$ cat src/hdl/loader_defs.svh
/*
 * constants of the serial image loader: register map, field positions,
 * reset values, directory layout and serial timing.
 * assumes inclusion by bare name from the loader design files.
 */
`ifndef LOADER_DEFS_SVH
`define LOADER_DEFS_SVH

// register byte offsets
`define REG_CTRL 8'h00
`define REG_VER 8'h04
`define REG_STAT 8'h08
`define REG_DIR 8'h0c
// control field positions
`define CTRL_CPOL 0
`define CTRL_CPHA 1
`define CTRL_RECOV 2
`define CTRL_AUTO 3
`define CTRL_BLEN 4
`define CTRL_BYPASS 5
`define CTRL_IAP 8
// control reset values
`define CPOL_RST 1'b1
`define CPHA_RST 1'b1
// flash directory
`define DIR_BASE 24'h000000
`define DIR_LEN 12
`define DIR_GADDR 0
`define DIR_GVER 4
`define DIR_UADDR 6
`define DIR_UVER 10
`define FLASH_READ 8'h03
// serial timing
`define CLK_NS 50
`define SCLK_HALF_NS 300
`define SCLK_HALF_CYC ((`SCLK_HALF_NS + `CLK_NS - 1) / `CLK_NS)
`endif

$ cat src/hdl/loader_pkg.sv
/*
 * types of the serial image loader.
 * assumes nothing of its surroundings.
 */
package loader_pkg;
	typedef enum logic [2:0] {
		S_IDLE = 3'b000,
		S_CMD = 3'b001,
		S_ADDR = 3'b010,
		S_DATA = 3'b011,
		S_DECIDE = 3'b100,
		S_HALT = 3'b101
	} state_type;
endpackage

$ cat src/hdl/spi_link_if.sv
/*
 * byte link between the loader sequencer and the serial shifter.
 * assumes both ends run on hclk.
 */
`timescale 1ns/1ps
`default_nettype none
interface spi_link_if;
	logic start;
	logic [7:0] tx_byte;
	logic [7:0] rx_byte;
	logic done;
	logic busy;
	logic cpol;
	logic cpha;
	logic miso;
	logic sclk;
	logic mosi;
	modport ctrl(output start, tx_byte, cpol, cpha, miso,
		input rx_byte, done, busy, sclk, mosi);
	modport engine(input start, tx_byte, cpol, cpha, miso,
		output rx_byte, done, busy, sclk, mosi);
endinterface
`default_nettype wire

$ cat src/hdl/pin_sync.sv
/*
 * three-stage synchroniser for pins from outside the hclk domain.
 * assumes each output bit changes once stages two and three agree.
 */
`timescale 1ns/1ps
`default_nettype none
module pin_sync #(
	parameter int W = 1,
	parameter logic [W-1:0] INIT = '0
) (
	input wire logic hclk,
	input wire logic hresetn,
	input wire logic [W-1:0] pin_in,
	output logic [W-1:0] level_out
);
	logic [W-1:0] s1_q;
	logic [W-1:0] s2_q;
	logic [W-1:0] s3_q;
	logic [W-1:0] lvl_q;

	// stage chain, then take a bit only where two and three agree
	always_ff @(posedge hclk or negedge hresetn) begin
		if (!hresetn) begin
			s1_q <= INIT;
			s2_q <= INIT;
			s3_q <= INIT;
			lvl_q <= INIT;
		end else begin
			s1_q <= pin_in;
			s2_q <= s1_q;
			s3_q <= s2_q;
			lvl_q <= ((s2_q ~^ s3_q) & s3_q) | ((s2_q ^ s3_q) & lvl_q);
		end
	end

	assign level_out = lvl_q;
endmodule // pin_sync
`default_nettype wire

$ cat src/hdl/spi_shifter.sv
/*
 * serial master byte shifter with selectable clock polarity and phase.
 * assumes miso arrives already synchronised and start comes only when idle.
 */
`timescale 1ns/1ps
`default_nettype none
`include "loader_defs.svh"
module spi_shifter #(
	parameter int HALF = `SCLK_HALF_CYC
) (
	input wire logic hclk,
	input wire logic hresetn,
	spi_link_if.engine lk
);
	logic [7:0] cnt_q;
	logic half_q;
	logic [2:0] bit_q;
	logic [7:0] sr_q;
	logic [7:0] rx_q;
	logic [7:0] rxo_q;
	logic busy_q;
	logic done_q;
	logic sclk_q;
	logic mosi_q;
	logic samp_q;
	logic edge_now;

	assign edge_now = busy_q && (cnt_q == 8'(HALF - 1));

	// half-period timer and edge sequencing; the loader is always master
	always_ff @(posedge hclk or negedge hresetn) begin
		if (!hresetn) begin
			cnt_q <= 8'h00;
			half_q <= 1'b0;
			bit_q <= 3'h0;
			sr_q <= 8'h00;
			rx_q <= 8'h00;
			rxo_q <= 8'h00;
			busy_q <= 1'b0;
			done_q <= 1'b0;
			sclk_q <= `CPOL_RST;
			mosi_q <= 1'b0;
			samp_q <= 1'b0;
		end else begin
			done_q <= 1'b0;
			samp_q <= 1'b0;
			if (!busy_q) begin
				sclk_q <= lk.cpol;
				if (lk.start) begin
					busy_q <= 1'b1;
					sr_q <= lk.tx_byte;
					cnt_q <= 8'h00;
					half_q <= 1'b0;
					bit_q <= 3'h0;
					if (!lk.cpha)
						mosi_q <= lk.tx_byte[7];
				end
			end else if (!edge_now) begin
				cnt_q <= cnt_q + 8'h01;
			end else begin
				cnt_q <= 8'h00;
				sclk_q <= ~sclk_q;
				half_q <= ~half_q;
				// leading edge samples for phase zero, shifts for phase one
				if (!half_q) begin
					if (lk.cpha) begin
						mosi_q <= sr_q[7];
						sr_q <= {sr_q[6:0], 1'b0};
					end else begin
						rx_q <= {rx_q[6:0], lk.miso};
						samp_q <= 1'b1;
					end
				end else begin
					if (lk.cpha) begin
						rx_q <= {rx_q[6:0], lk.miso};
						samp_q <= 1'b1;
					end else begin
						mosi_q <= sr_q[6];
						sr_q <= {sr_q[6:0], 1'b0};
					end
					bit_q <= bit_q + 3'h1;
					if (bit_q == 3'h7) begin
						busy_q <= 1'b0;
						done_q <= 1'b1;
						rxo_q <= lk.cpha ? {rx_q[6:0], lk.miso} : rx_q;
					end
				end
			end
		end
	end

	assign lk.busy = busy_q;
	assign lk.done = done_q;
	assign lk.rx_byte = rxo_q;
	assign lk.sclk = sclk_q;
	assign lk.mosi = mosi_q;
endmodule // spi_shifter
`default_nettype wire

$ cat src/hdl/spi_image_recovery_loader.sv
/*
 * serial image loader: reads the flash directory and streams the golden or
 * update image to the programming logic, with recovery and version gating.
 * assumes an ahb-lite master on hclk and a serial flash on the spi pins.
 */
// Decided for this implementation: register access over AHB-Lite and the address map.
`timescale 1ns/1ps
`default_nettype none
`include "loader_defs.svh"
module spi_image_recovery_loader #(
	parameter int IMAGE_BYTES = 256
) (
	input wire logic hclk,
	input wire logic hresetn,
	input wire logic hsel,
	input wire logic [31:0] haddr,
	input wire logic [1:0] htrans,
	input wire logic hwrite,
	input wire logic [2:0] hsize,
	input wire logic [31:0] hwdata,
	input wire logic hready,
	output logic [31:0] hrdata,
	output logic hreadyout,
	output logic hresp,
	input wire logic device_reset_n,
	input wire logic golden_sel_n,
	input wire logic prog_interrupted,
	input wire logic spi_miso,
	output logic spi_sclk,
	output logic spi_mosi,
	output logic spi_cs_n,
	output logic [7:0] prog_data,
	output logic prog_valid,
	output logic prog_master
);
	spi_link_if lk();
	loader_pkg::state_type state_q;
	logic [3:0] pins_s;
	logic devrst_s;
	logic golden_sel_s;
	logic interrupted_s;
	logic [2:0] settle_q;
	logic devrst_prev_q;
	// bus side
	logic wr_q;
	logic [7:0] wa_q;
	logic [31:0] hrdata_q;
	// settings
	logic cpol_q;
	logic cpha_q;
	logic recov_q;
	logic auto_q;
	logic bl_en_q;
	logic bypass_q;
	logic cfg_seen_q;
	logic [15:0] dver_q;
	logic [15:0] backlevel_q;
	// sequencer
	logic boot_pend_q;
	logic iap_pend_q;
	logic iap_kind_q;
	logic dir_txn_q;
	logic golden_q;
	logic halted_q;
	logic reject_q;
	logic [23:0] addr_q;
	logic [15:0] img_ver_q;
	logic [23:0] idx_q;
	logic [7:0] dir_q [0:`DIR_LEN-1];
	logic start_q;
	logic [7:0] tx_q;
	logic cs_n_q;
	logic [7:0] prog_data_q;
	logic prog_valid_q;
	logic prog_master_q;
	// directory decode
	logic [15:0] gver;
	logic [15:0] uver;
	logic [31:0] gaddr;
	logic [31:0] uaddr;
	logic recov_eff;
	logic go_golden;
	logic golden_blocked;
	logic upd_ok;
	logic last_byte;

	// pin synchronisers, idle levels at reset
	pin_sync #(.W(4), .INIT(4'h3)) u_sync (
		.hclk(hclk),
		.hresetn(hresetn),
		.pin_in({spi_miso, prog_interrupted, golden_sel_n, device_reset_n}),
		.level_out(pins_s)
	);
	assign devrst_s = pins_s[0];
	assign golden_sel_s = pins_s[1];
	assign interrupted_s = pins_s[2];

	spi_shifter u_shift (
		.hclk(hclk),
		.hresetn(hresetn),
		.lk(lk)
	);
	assign lk.start = start_q;
	assign lk.tx_byte = tx_q;
	assign lk.cpol = cpol_q;
	assign lk.cpha = cpha_q;
	assign lk.miso = pins_s[3];

	// register read decode
	function automatic logic [31:0] rd_mux(input logic [7:0] a);
		case (a)
			`REG_CTRL: rd_mux = {26'h0, bypass_q, bl_en_q, auto_q, recov_eff,
				cpha_q, cpol_q};
			`REG_VER: rd_mux = {backlevel_q, dver_q};
			`REG_STAT: rd_mux = {24'h0, reject_q, halted_q, golden_q,
				lk.busy, 1'b0, state_q};
			`REG_DIR: rd_mux = {uver, gver};
			default: rd_mux = 32'h0;
		endcase
	endfunction

	// ahb-lite slave, zero wait states, always okay
	always_ff @(posedge hclk or negedge hresetn) begin
		if (!hresetn) begin
			wr_q <= 1'b0;
			wa_q <= 8'h00;
			hrdata_q <= 32'h0;
		end else begin
			wr_q <= 1'b0;
			if (hsel && hready && htrans[1]) begin
				wr_q <= hwrite && (hsize == 3'b010);
				wa_q <= haddr[7:0];
				if (!hwrite)
					hrdata_q <= rd_mux(haddr[7:0]);
			end
		end
	end
	assign hrdata = hrdata_q;
	assign hreadyout = 1'b1;
	assign hresp = 1'b0;

	// settings other than dver_q come only over the bus, never from an image
	always_ff @(posedge hclk or negedge hresetn) begin
		if (!hresetn) begin
			cpol_q <= `CPOL_RST;
			cpha_q <= `CPHA_RST;
			recov_q <= 1'b0;
			auto_q <= 1'b0;
			bl_en_q <= 1'b0;
			bypass_q <= 1'b1;
			cfg_seen_q <= 1'b0;
			backlevel_q <= 16'h0000;
		end else if (wr_q && wa_q == `REG_CTRL) begin
			cpol_q <= hwdata[`CTRL_CPOL];
			cpha_q <= hwdata[`CTRL_CPHA];
			recov_q <= hwdata[`CTRL_RECOV];
			auto_q <= hwdata[`CTRL_AUTO];
			bl_en_q <= hwdata[`CTRL_BLEN];
			bypass_q <= hwdata[`CTRL_BYPASS];
			cfg_seen_q <= 1'b1;
		end else if (wr_q && wa_q == `REG_VER) begin
			backlevel_q <= hwdata[31:16];
		end
	end
	assign recov_eff = recov_q | auto_q;

	// boot and reprogram requests; a new request beats the clear
	always_ff @(posedge hclk or negedge hresetn) begin
		if (!hresetn) begin
			settle_q <= 3'h0;
			devrst_prev_q <= 1'b1;
			boot_pend_q <= 1'b1;
			iap_pend_q <= 1'b0;
		end else begin
			settle_q <= {settle_q[1:0], 1'b1};
			devrst_prev_q <= devrst_s;
			if (state_q == loader_pkg::S_IDLE && settle_q[2] && boot_pend_q)
				boot_pend_q <= 1'b0;
			else if (state_q == loader_pkg::S_IDLE && iap_pend_q)
				iap_pend_q <= 1'b0;
			if (devrst_prev_q && !devrst_s)
				boot_pend_q <= 1'b1;
			if (wr_q && wa_q == `REG_CTRL && hwdata[`CTRL_IAP])
				iap_pend_q <= 1'b1;
		end
	end

	// directory fields, versions low byte first
	assign gaddr = {dir_q[`DIR_GADDR+3], dir_q[`DIR_GADDR+2],
		dir_q[`DIR_GADDR+1], dir_q[`DIR_GADDR]};
	assign gver = {dir_q[`DIR_GVER+1], dir_q[`DIR_GVER]};
	assign uaddr = {dir_q[`DIR_UADDR+3], dir_q[`DIR_UADDR+2],
		dir_q[`DIR_UADDR+1], dir_q[`DIR_UADDR]};
	assign uver = {dir_q[`DIR_UVER+1], dir_q[`DIR_UVER]};

	// image choice after the directory is read
	assign go_golden = !iap_kind_q && interrupted_s && recov_eff;
	assign golden_blocked = bl_en_q && !bypass_q && (gver <= backlevel_q);
	assign upd_ok = (!bl_en_q || uver > backlevel_q)
		&& (iap_kind_q || (auto_q && uver > dver_q));
	assign last_byte = dir_txn_q ? (idx_q == 24'(`DIR_LEN - 1))
		: (idx_q == 24'(IMAGE_BYTES - 1));

	// transfer sequencer: command, three address bytes, data frames
	always_ff @(posedge hclk or negedge hresetn) begin
		if (!hresetn) begin
			state_q <= loader_pkg::S_IDLE;
			iap_kind_q <= 1'b0;
			dir_txn_q <= 1'b0;
			golden_q <= 1'b0;
			halted_q <= 1'b0;
			reject_q <= 1'b0;
			addr_q <= 24'h0;
			img_ver_q <= 16'h0;
			idx_q <= 24'h0;
			start_q <= 1'b0;
			tx_q <= 8'h00;
			cs_n_q <= 1'b1;
			dver_q <= 16'h0000;
			prog_data_q <= 8'h00;
			prog_valid_q <= 1'b0;
			prog_master_q <= 1'b0;
		end else begin
			start_q <= 1'b0;
			prog_valid_q <= 1'b0;
			if (wr_q && wa_q == `REG_VER)
				dver_q <= hwdata[15:0];
			case (state_q)
				loader_pkg::S_IDLE: begin
					// master flag held one cycle past the data state to cover the last byte
					prog_master_q <= 1'b0;
					if ((settle_q[2] && boot_pend_q && !golden_sel_s) ||
						(!(settle_q[2] && boot_pend_q) && iap_pend_q)) begin
						iap_kind_q <= !(settle_q[2] && boot_pend_q);
						dir_txn_q <= 1'b1;
						addr_q <= `DIR_BASE;
						state_q <= loader_pkg::S_CMD;
						cs_n_q <= 1'b0;
						start_q <= 1'b1;
						tx_q <= `FLASH_READ;
					end
				end
				loader_pkg::S_CMD: begin
					if (lk.done) begin
						state_q <= loader_pkg::S_ADDR;
						idx_q <= 24'h0;
						start_q <= 1'b1;
						tx_q <= addr_q[23:16];
					end
				end
				loader_pkg::S_ADDR: begin
					if (lk.done) begin
						start_q <= 1'b1;
						if (idx_q == 24'h2) begin
							state_q <= loader_pkg::S_DATA;
							idx_q <= 24'h0;
							tx_q <= 8'h00;
							prog_master_q <= !dir_txn_q && golden_q;
						end else begin
							idx_q <= idx_q + 24'h1;
							tx_q <= (idx_q == 24'h0) ? addr_q[15:8] : addr_q[7:0];
						end
					end
				end
				loader_pkg::S_DATA: begin
					if (lk.done) begin
						if (dir_txn_q)
							dir_q[idx_q[3:0]] <= lk.rx_byte;
						else begin
							prog_data_q <= lk.rx_byte;
							prog_valid_q <= 1'b1;
						end
						if (last_byte) begin
							cs_n_q <= 1'b1;
							if (dir_txn_q)
								state_q <= loader_pkg::S_DECIDE;
							else begin
								state_q <= loader_pkg::S_IDLE;
								dver_q <= img_ver_q;
							end
						end else begin
							idx_q <= idx_q + 24'h1;
							start_q <= 1'b1;
						end
					end
				end
				loader_pkg::S_DECIDE: begin
					dir_txn_q <= 1'b0;
					reject_q <= 1'b0;
					// image source is always the boot serial port
					if (go_golden && golden_blocked) begin
						state_q <= loader_pkg::S_HALT;
						halted_q <= 1'b1;
					end else if (go_golden || upd_ok) begin
						golden_q <= go_golden;
						addr_q <= go_golden ? gaddr[23:0] : uaddr[23:0];
						img_ver_q <= go_golden ? gver : uver;
						state_q <= loader_pkg::S_CMD;
						cs_n_q <= 1'b0;
						start_q <= 1'b1;
						tx_q <= `FLASH_READ;
					end else begin
						reject_q <= iap_kind_q || auto_q;
						state_q <= loader_pkg::S_IDLE;
					end
				end
				loader_pkg::S_HALT: begin
					cs_n_q <= 1'b1;
				end
				default: state_q <= loader_pkg::S_IDLE;
			endcase
		end
	end

	assign spi_sclk = lk.sclk;
	assign spi_mosi = lk.mosi;
	assign spi_cs_n = cs_n_q;
	assign prog_data = prog_data_q;
	assign prog_valid = prog_valid_q;
	assign prog_master = prog_master_q;
endmodule // spi_image_recovery_loader
`default_nettype wire

$ cat config.mk
export PLATFORM = sky130hd
export DESIGN_NAME = spi_image_recovery_loader
export DESIGN_NICKNAME = d
export VERILOG_FILES = /design/src/hdl/loader_pkg.sv /design/src/hdl/spi_link_if.sv /design/src/hdl/pin_sync.sv /design/src/hdl/spi_shifter.sv /design/src/hdl/spi_image_recovery_loader.sv
export VERILOG_INCLUDE_DIRS = /design/src /design/src/hdl
export SDC_FILE = /design/constraint.sdc
export NUM_CORES = 1
export LEC_CHECK = 0
export BUFFER_PORTS_ARGS = -buffer_cell sky130_fd_sc_hd__buf_2
export CELL_PAD_IN_SITES_DETAIL_PLACEMENT = 0
export CELL_PAD_IN_SITES_GLOBAL_PLACEMENT = 1
export CORE_ASPECT_RATIO = 0.6
export CORE_MARGIN = 4
export CORE_UTILIZATION = 45
export DETAILED_ROUTE_END_ITERATION = 10
export GPL_TIMING_DRIVEN = 0
export MAX_ROUTING_LAYER = met4
export PLACE_DENSITY_LB_ADDON = 0.1
export SLEW_MARGIN = 20
export SYNTH_ARGS = -nofsm -noshare
export SYNTH_HDL_FRONTEND = slang
export SYNTH_SLANG_ARGS = --single-unit
$ cat constraint.sdc
create_clock -name hclk -period 3.28 [get_ports hclk]
set_clock_uncertainty 0.15 [all_clocks]
set_input_delay 0.164 -clock hclk [delete_from_list [all_inputs] [get_ports hclk]]
set_output_delay 0.164 -clock hclk [all_outputs]
set_load 0.05 [all_outputs]
[Word level (Yosys, flattened, before mapping)]
Memory sizes are Yosys's and may differ from the RTL's.
Cells that the tools add are included.
Operators by class
  $add $sub $neg: 3
  magnitude comparators: 3
  equality and inequality tests: 32
  multiplexer cells: 107
  bitwise operators: 13
  reductions and logical operators: 68
Operators with widths (number)
  24-bit two-way mux: 9
  8-bit two-way mux: 19
  32-bit case mux with 4 select lines: 1
  16-bit two-way mux: 6
  24-bit case mux with 3 select lines: 1
  1-bit two-way mux: 52
  24-bit case mux with 2 select lines: 1
  3-bit two-way mux: 12
  16-bit greater-than comparator: 2
  8-bit case mux with 4 select lines: 1
  24-bit by 1-bit adder with 24-bit output, second input constant: 1
  24-bit by 2-bit equality test with 1-bit output, second input constant: 1
  24-bit by 4-bit equality test with 1-bit output, second input constant: 1
  24-bit by 8-bit equality test with 1-bit output, second input constant: 1
  8-bit by 3-bit equality test with 1-bit output, second input constant: 3
  24-bit zero test: 1
  1-bit logical AND: 23
  3-bit case mux with 6 select lines: 1
  8-bit by 4-bit equality test with 1-bit output, second input constant: 2
  16-bit <= comparator: 1
  8-bit zero test: 2
  2-bit by 1-bit != test with 1-bit output, second input constant: 8
  3-bit AND reduction: 5
  2-bit != test, second input constant: 7
  other kinds (27): 65
Word-level totals
  flip-flop bits (word level): 233
  RAM bits: 96
  input port bits: 78
  output and inout port bits: 47
  logic and storage cells: 271
  memories: 1
Memory list
  dir_q: depth 12, bits a word 8, read ports 10, clocked after Yosys merged registers in 0, wr ports 1, line spi_image_recovery_loader.sv:69  | logic [7:0] dir_q [0:`DIR_LEN-1];

[Logic depth before layout (Yosys ltp)]
An unclocked memory read counts as a cell.
  word-level depth: 9
  gate-level depth with buffers: 12
  mapped depth without buffers: 9

[Modules after synthesis]
Synthesis repeated with hierarchy kept, for this count alone.
Second synthesis, totals
  cells, all modules: 1314
  area total of the unflattened synthesis: 14839.2 um^2
Modules (own cells, without submodules)
  spi_image_recovery_loader: times used 1, cells each 1111, area an instance 12303.0 um^2, seq. area each 6839.1 um^2
  spi_shifter: times used 1, cells each 179, area an instance 2045.7 um^2, seq. area each 1002.2 um^2
  pin_sync: times used 1, cells each 24, area an instance 490.5 um^2, seq. area each 410.4 um^2

[Worst setup path after synthesis]
OpenSTA, ideal clock, no wires.
  path type: flip-flop to flip-flop
  start: memory dir_q[11][7]
  end: register tx_q[0] (netlist: lk.tx_byte[0])
  library setup time: 0.128 ns
  arrival: 2.460 ns
  data required time: 3.002 ns
  setup slack: 0.543 ns
  stages on the path, launching flop included: 11
  path buffers: 2
  period minus slack after synthesis: 2.737 ns
  cell sequence: edfxtp_1 ha_1 nand4_1 or2_1 a211oi_1 nor4_1 o31ai_1 buf_6 o22a_1 buf_2 mux2_1
RTL lines
  start, declared: line spi_image_recovery_loader.sv:69
  end signal, assigned: line spi_image_recovery_loader.sv:240  | tx_q <= `FLASH_READ;
  end signal, assigned: line spi_image_recovery_loader.sv:248  | tx_q <= addr_q[23:16];
  end signal, assigned: line spi_image_recovery_loader.sv:261  | tx_q <= (idx_q == 24'h0) ? addr_q[15:8] : addr_q[7:0];
  end, declared: line spi_image_recovery_loader.sv:71  | logic [7:0] tx_q;

==> impl_metrics.json <==
{
  "outcome": "completed",
  "min_to": "wr_q",
  "final_cells": 1876,
  "fin_util": 0.551,
  "path_delay_family": "compound AO/OA/AOI/OAI gates",
  "floorplan.initialDensity": 0.458,
  "finalCritPeriodShare": 0.988,
  "first_pass_iters": 6,
  "layout_setup_ws_ps": 38.2,
  "fill_cells": 2747,
  "grt_remaining_overflow": 0,
  "clkSlewWorstSetupHoldPaths_ps": 70,
  "crit_required_ps": 3580,
  "arrival_ps": 3550,
  "core-area_um2": 31300,
  "min-delay-start": "hready",
  "htreeDepth": 1,
  "rr_endpoint": "addr_q[18]",
  "critical_path.max_stage_delay_ps": 480,
  "dieArea_um2": 34900,
  "grt_util_met2": 0.294,
  "grt_max_degree": 93,
  "grt_use_met3": 0.0406,
  "netlist_area_um2": 14400,
  "wire_per_inst_um": 21.5,
  "maxSlewHeadroom": 0.309,
  "critPathBufInv": 4,
  "cts_tree": "done",
  "critPathLaunchType": "flip-flop",
  "synthArstFlopShare": 0.744,
  "ir_drop_uv": 409,
  "dp_hpwl_um": 29000,
  "io_buffer_count": 96,
  "max_freq_mhz": 308,
  "clockBufferDepth": 3,
  "areaGrowthSynthToFinish_pct": 20.2,
  "path_max_fanout": 10,
  "io_pins": 125,
  "hp-class": "primary input to flip-flop",
  "synth_cells": 1239,
  "cts-root-buf": "clkbuf_16",
  "drv_cap": 0,
  "synth_edf_count": 80,
  "grtUsageMet1": 0.404,
  "setup_viol": 0,
  "whs_path_depth": 4,
  "busiest_layer": "met1",
  "cpMaxStageDelayCell": "edfxtp_1",
  "antenna_found_initial": 1,
  "worst_slew_pin_slew_ps": 1030,
  "cts_made_buffers": 30,
  "fp-row-count": 50,
  "rrSetupSlack_ps": 40,
  "synth_cell_types": 61,
  "setup.worst_path.class": "flip-flop to flip-flop",
  "reg2reg_depth": 12,
  "grt_pass1_wl_um": 62500,
  "place_ws_ps": -522,
  "dr.first_iter.drc_count": 916,
  "wl_um": 40200,
  "clkSinkCount": 313,
  "grt_setup_unrepaired": "true",
  "finalMaxSlewViolations": 0,
  "ant_nets": 0,
  "grt_usage": 0.237,
  "p_per_area_nw_per_um2": 532,
  "via_per_inst": 5.64,
  "drc_errors": 0,
  "crit_path_end_kind": "flip-flop",
  "p_leak_nw": 7.85,
  "crit_chain": "buf_6 > ha_4 > and3_1 > nand4_1 > a211oi_2 > nor4_4 > o31ai_1 > buf_4 > buf_8 > a22oi_4 > buf_6 > a221o_1",
  "clock_latency_ps": 580,
  "place_inst": 1758,
  "r2r_start": "dir_q[11][1]",
  "post-route-min-period_ps": 3240,
  "grt_pass1_vias": 10300,
  "yosysSeqAreaShare": 0.575,
  "crit_path_frequent_cell": "buf_6",
  "die_y_um": 146,
  "finalNetCount": 1575,
  "antennaDiodeCount": 0,
  "ys.flop_type": "dfrtp_1",
  "ys_ff_latch": 313,
  "vias": 10600,
  "synth_area_per_cell_um2": 11.6,
  "dieWidth_um": 239,
  "gp_congestion": 0.878,
  "ys_warn_count": 0,
  "hold_viol_final": 0,
  "final_layout_size_suffix_gt1_frac": 0.192
}
## layout make-up
type	instances	area [µm²]	share of cell area
Buffer	65	323	0.0187
Clock buffer	45	857	0.0497
Sequential cell	313	8250	0.478
Multi-Input combinational cell	814	5830	0.338
Tap cell	416	520	0.0302
Timing Repair Buffer	166	1200	0.0695
Inverter	47	176	0.0102
Clock inverter	10	92.6	0.00537
## worst max path at each step
stage / cells after the start / endpoint / startpoint
after CTS: 11 / addr_q[8] / dir_q[11][1]
final: 12 / addr_q[18] / dir_q[11][1]
after global placement: 3 / dir_q[0][2] / hresetn
after detailed placement: 7 / dver_q[10] / state_q[2]
after global routing: 12 / addr_q[18] / dir_q[11][1]
after floorplan: 10 / lk.tx_byte[0] / dir_q[11][7]
## worst reg2reg max path, stage by stage (launching register included)
cell and delay, ps:
edfxtp_1 480, buf_6 170, ha_4 260, and3_1 160
nand4_1 270, a211oi_2 350, nor4_4 100, o31ai_1 210
buf_4 160, buf_8 100, a22oi_4 130, buf_6 250
a221o_1 350
## layout by cell type (no fill, tap or decap), types with 4 or more instances in the layout
cell,instances
a21o_1,11
ha_4,7
clkinv_2,5
o21ai_0,81
buf_6,7
edfxtp_1,80
nand2_1,98
mux2_1,8
o21ai_1,7
clkbuf_8,5
mux2i_1,61
a221o_1,24
inv_1,47
buf_1,4
nand4_1,15
and3_1,41
nand3_1,23
nor2_1,107
xor2_1,8
nand2b_1,4
ha_1,53
dfstp_2,15
buf_2,108
a22o_1,6
dlygate4sd3_1,48
o31ai_1,7
nor3_1,8
and2_1,8
clkbuf_16,30
o211ai_1,5
buf_4,17
nor4_1,11
nor2b_1,11
xnor2_1,7
clkbuf_1,48
a221oi_1,26
mux2_2,49
a21oi_1,66
dfrtp_1,218
## Yosys cell counts (5+ instances only)
master    number  share of area
ha_1          60          0.052
a221o_1       24          0.017
xnor2_1        7         0.0043
mux2i_1       61          0.043
a22o_1         6         0.0037
o211ai_1       5         0.0026
nor4b_1        5         0.0030
nand2_1       98          0.026
clkbuf_1      41          0.011
mux2_2        49          0.038
inv_1         47          0.012
nor4_1        13         0.0057
and3_1        41          0.018
buf_2         14         0.0049
a21o_1        11         0.0058
o21ai_1        8         0.0028
nor3_1         9         0.0031
o31ai_1        7         0.0037
dfstp_2       15          0.027
xor2_1         8         0.0049
nand3_1       23         0.0080
o21ai_0       81          0.028
dfrtp_1      218           0.38
and2_1         8         0.0035
nand4_1       15         0.0065
nor2_1       107          0.028
nor2b_1       11         0.0048
a221oi_1      26          0.016
a21oi_1       67          0.023
mux2_1         8         0.0063
edfxtp_1      80           0.17
## stage by stage
| step | instance area (µm²) | hold slack (ps) | TNS [ps] | total power, mW |
|---|---|---|---|---|
| floorplan | 14400 | -282 | 0 | 5.38 |
| global placement | 15400 | 121 | -847450 | 5.74 |
| detailed placement | 15500 | -3.26 | -14110 | 5.77 |
| CTS | 17000 | 47.6 | 0 | 9.25 |
| global route | 17300 | 75.8 | -742 | 9.61 |
| finish | 17300 | 63.1 | 0 | 9.19 |
## what timing repair did
item                       in CTS  in global routing
gates resized for setup        10                 26
hold endpoints to repair      282                  0
pin swaps                       3                 14
hold buffers                   49                  0
buffers inserted                3                 11
gates cloned                    0                  1
setup endpoints to repair      62                 58
## kinds of logic (layout without fill, tap and decap cells)
group | after synthesis | in the layout | synth area share
buffers and inverters | 113 | 333 | 0.0336
other | 2 | 3 | 0.000523
multiplexers | 121 | 121 | 0.0919
AO/OA/AOI/OAI | 255 | 255 | 0.116
flip-flops | 313 | 313 | 0.575
AND/OR/NAND/NOR | 360 | 360 | 0.122
adder cells (fa/ha/maj) | 60 | 60 | 0.0523
XOR/XNOR | 15 | 15 | 0.00915
## metal layers
layer / wire (µm) / part of all wire
met5: 0 / 0
met4: 513 / 0.013
met3: 3190 / 0.079
met2: 15200 / 0.38
met1: 21400 / 0.53
## power by group
part           leakage (nW)  internal, mW  switching (mW)
clock                 0.468          1.89            1.53
sequential             3.72          4.26           0.182
combinational          3.66         0.506           0.828
## sequential cells by signal (all words and copies together), names as in the netlist, 8 cells and up
| name | flops |
|---|---|
| u_shift.cnt_q | 8 |
| lk.tx_byte | 8 |
| prog_data | 8 |
| hrdata | 32 |
| addr_q | 24 |
| u_shift.sr_q | 8 |
| dver_q | 16 |
| dir_q | 80 |
| img_ver_q | 16 |
| u_shift.rx_q | 8 |
| u_shift.lk.rx_byte | 8 |
| idx_q | 24 |
| wa_q | 8 |
| backlevel_q | 16 |
(Power assumes the default switching activity.)
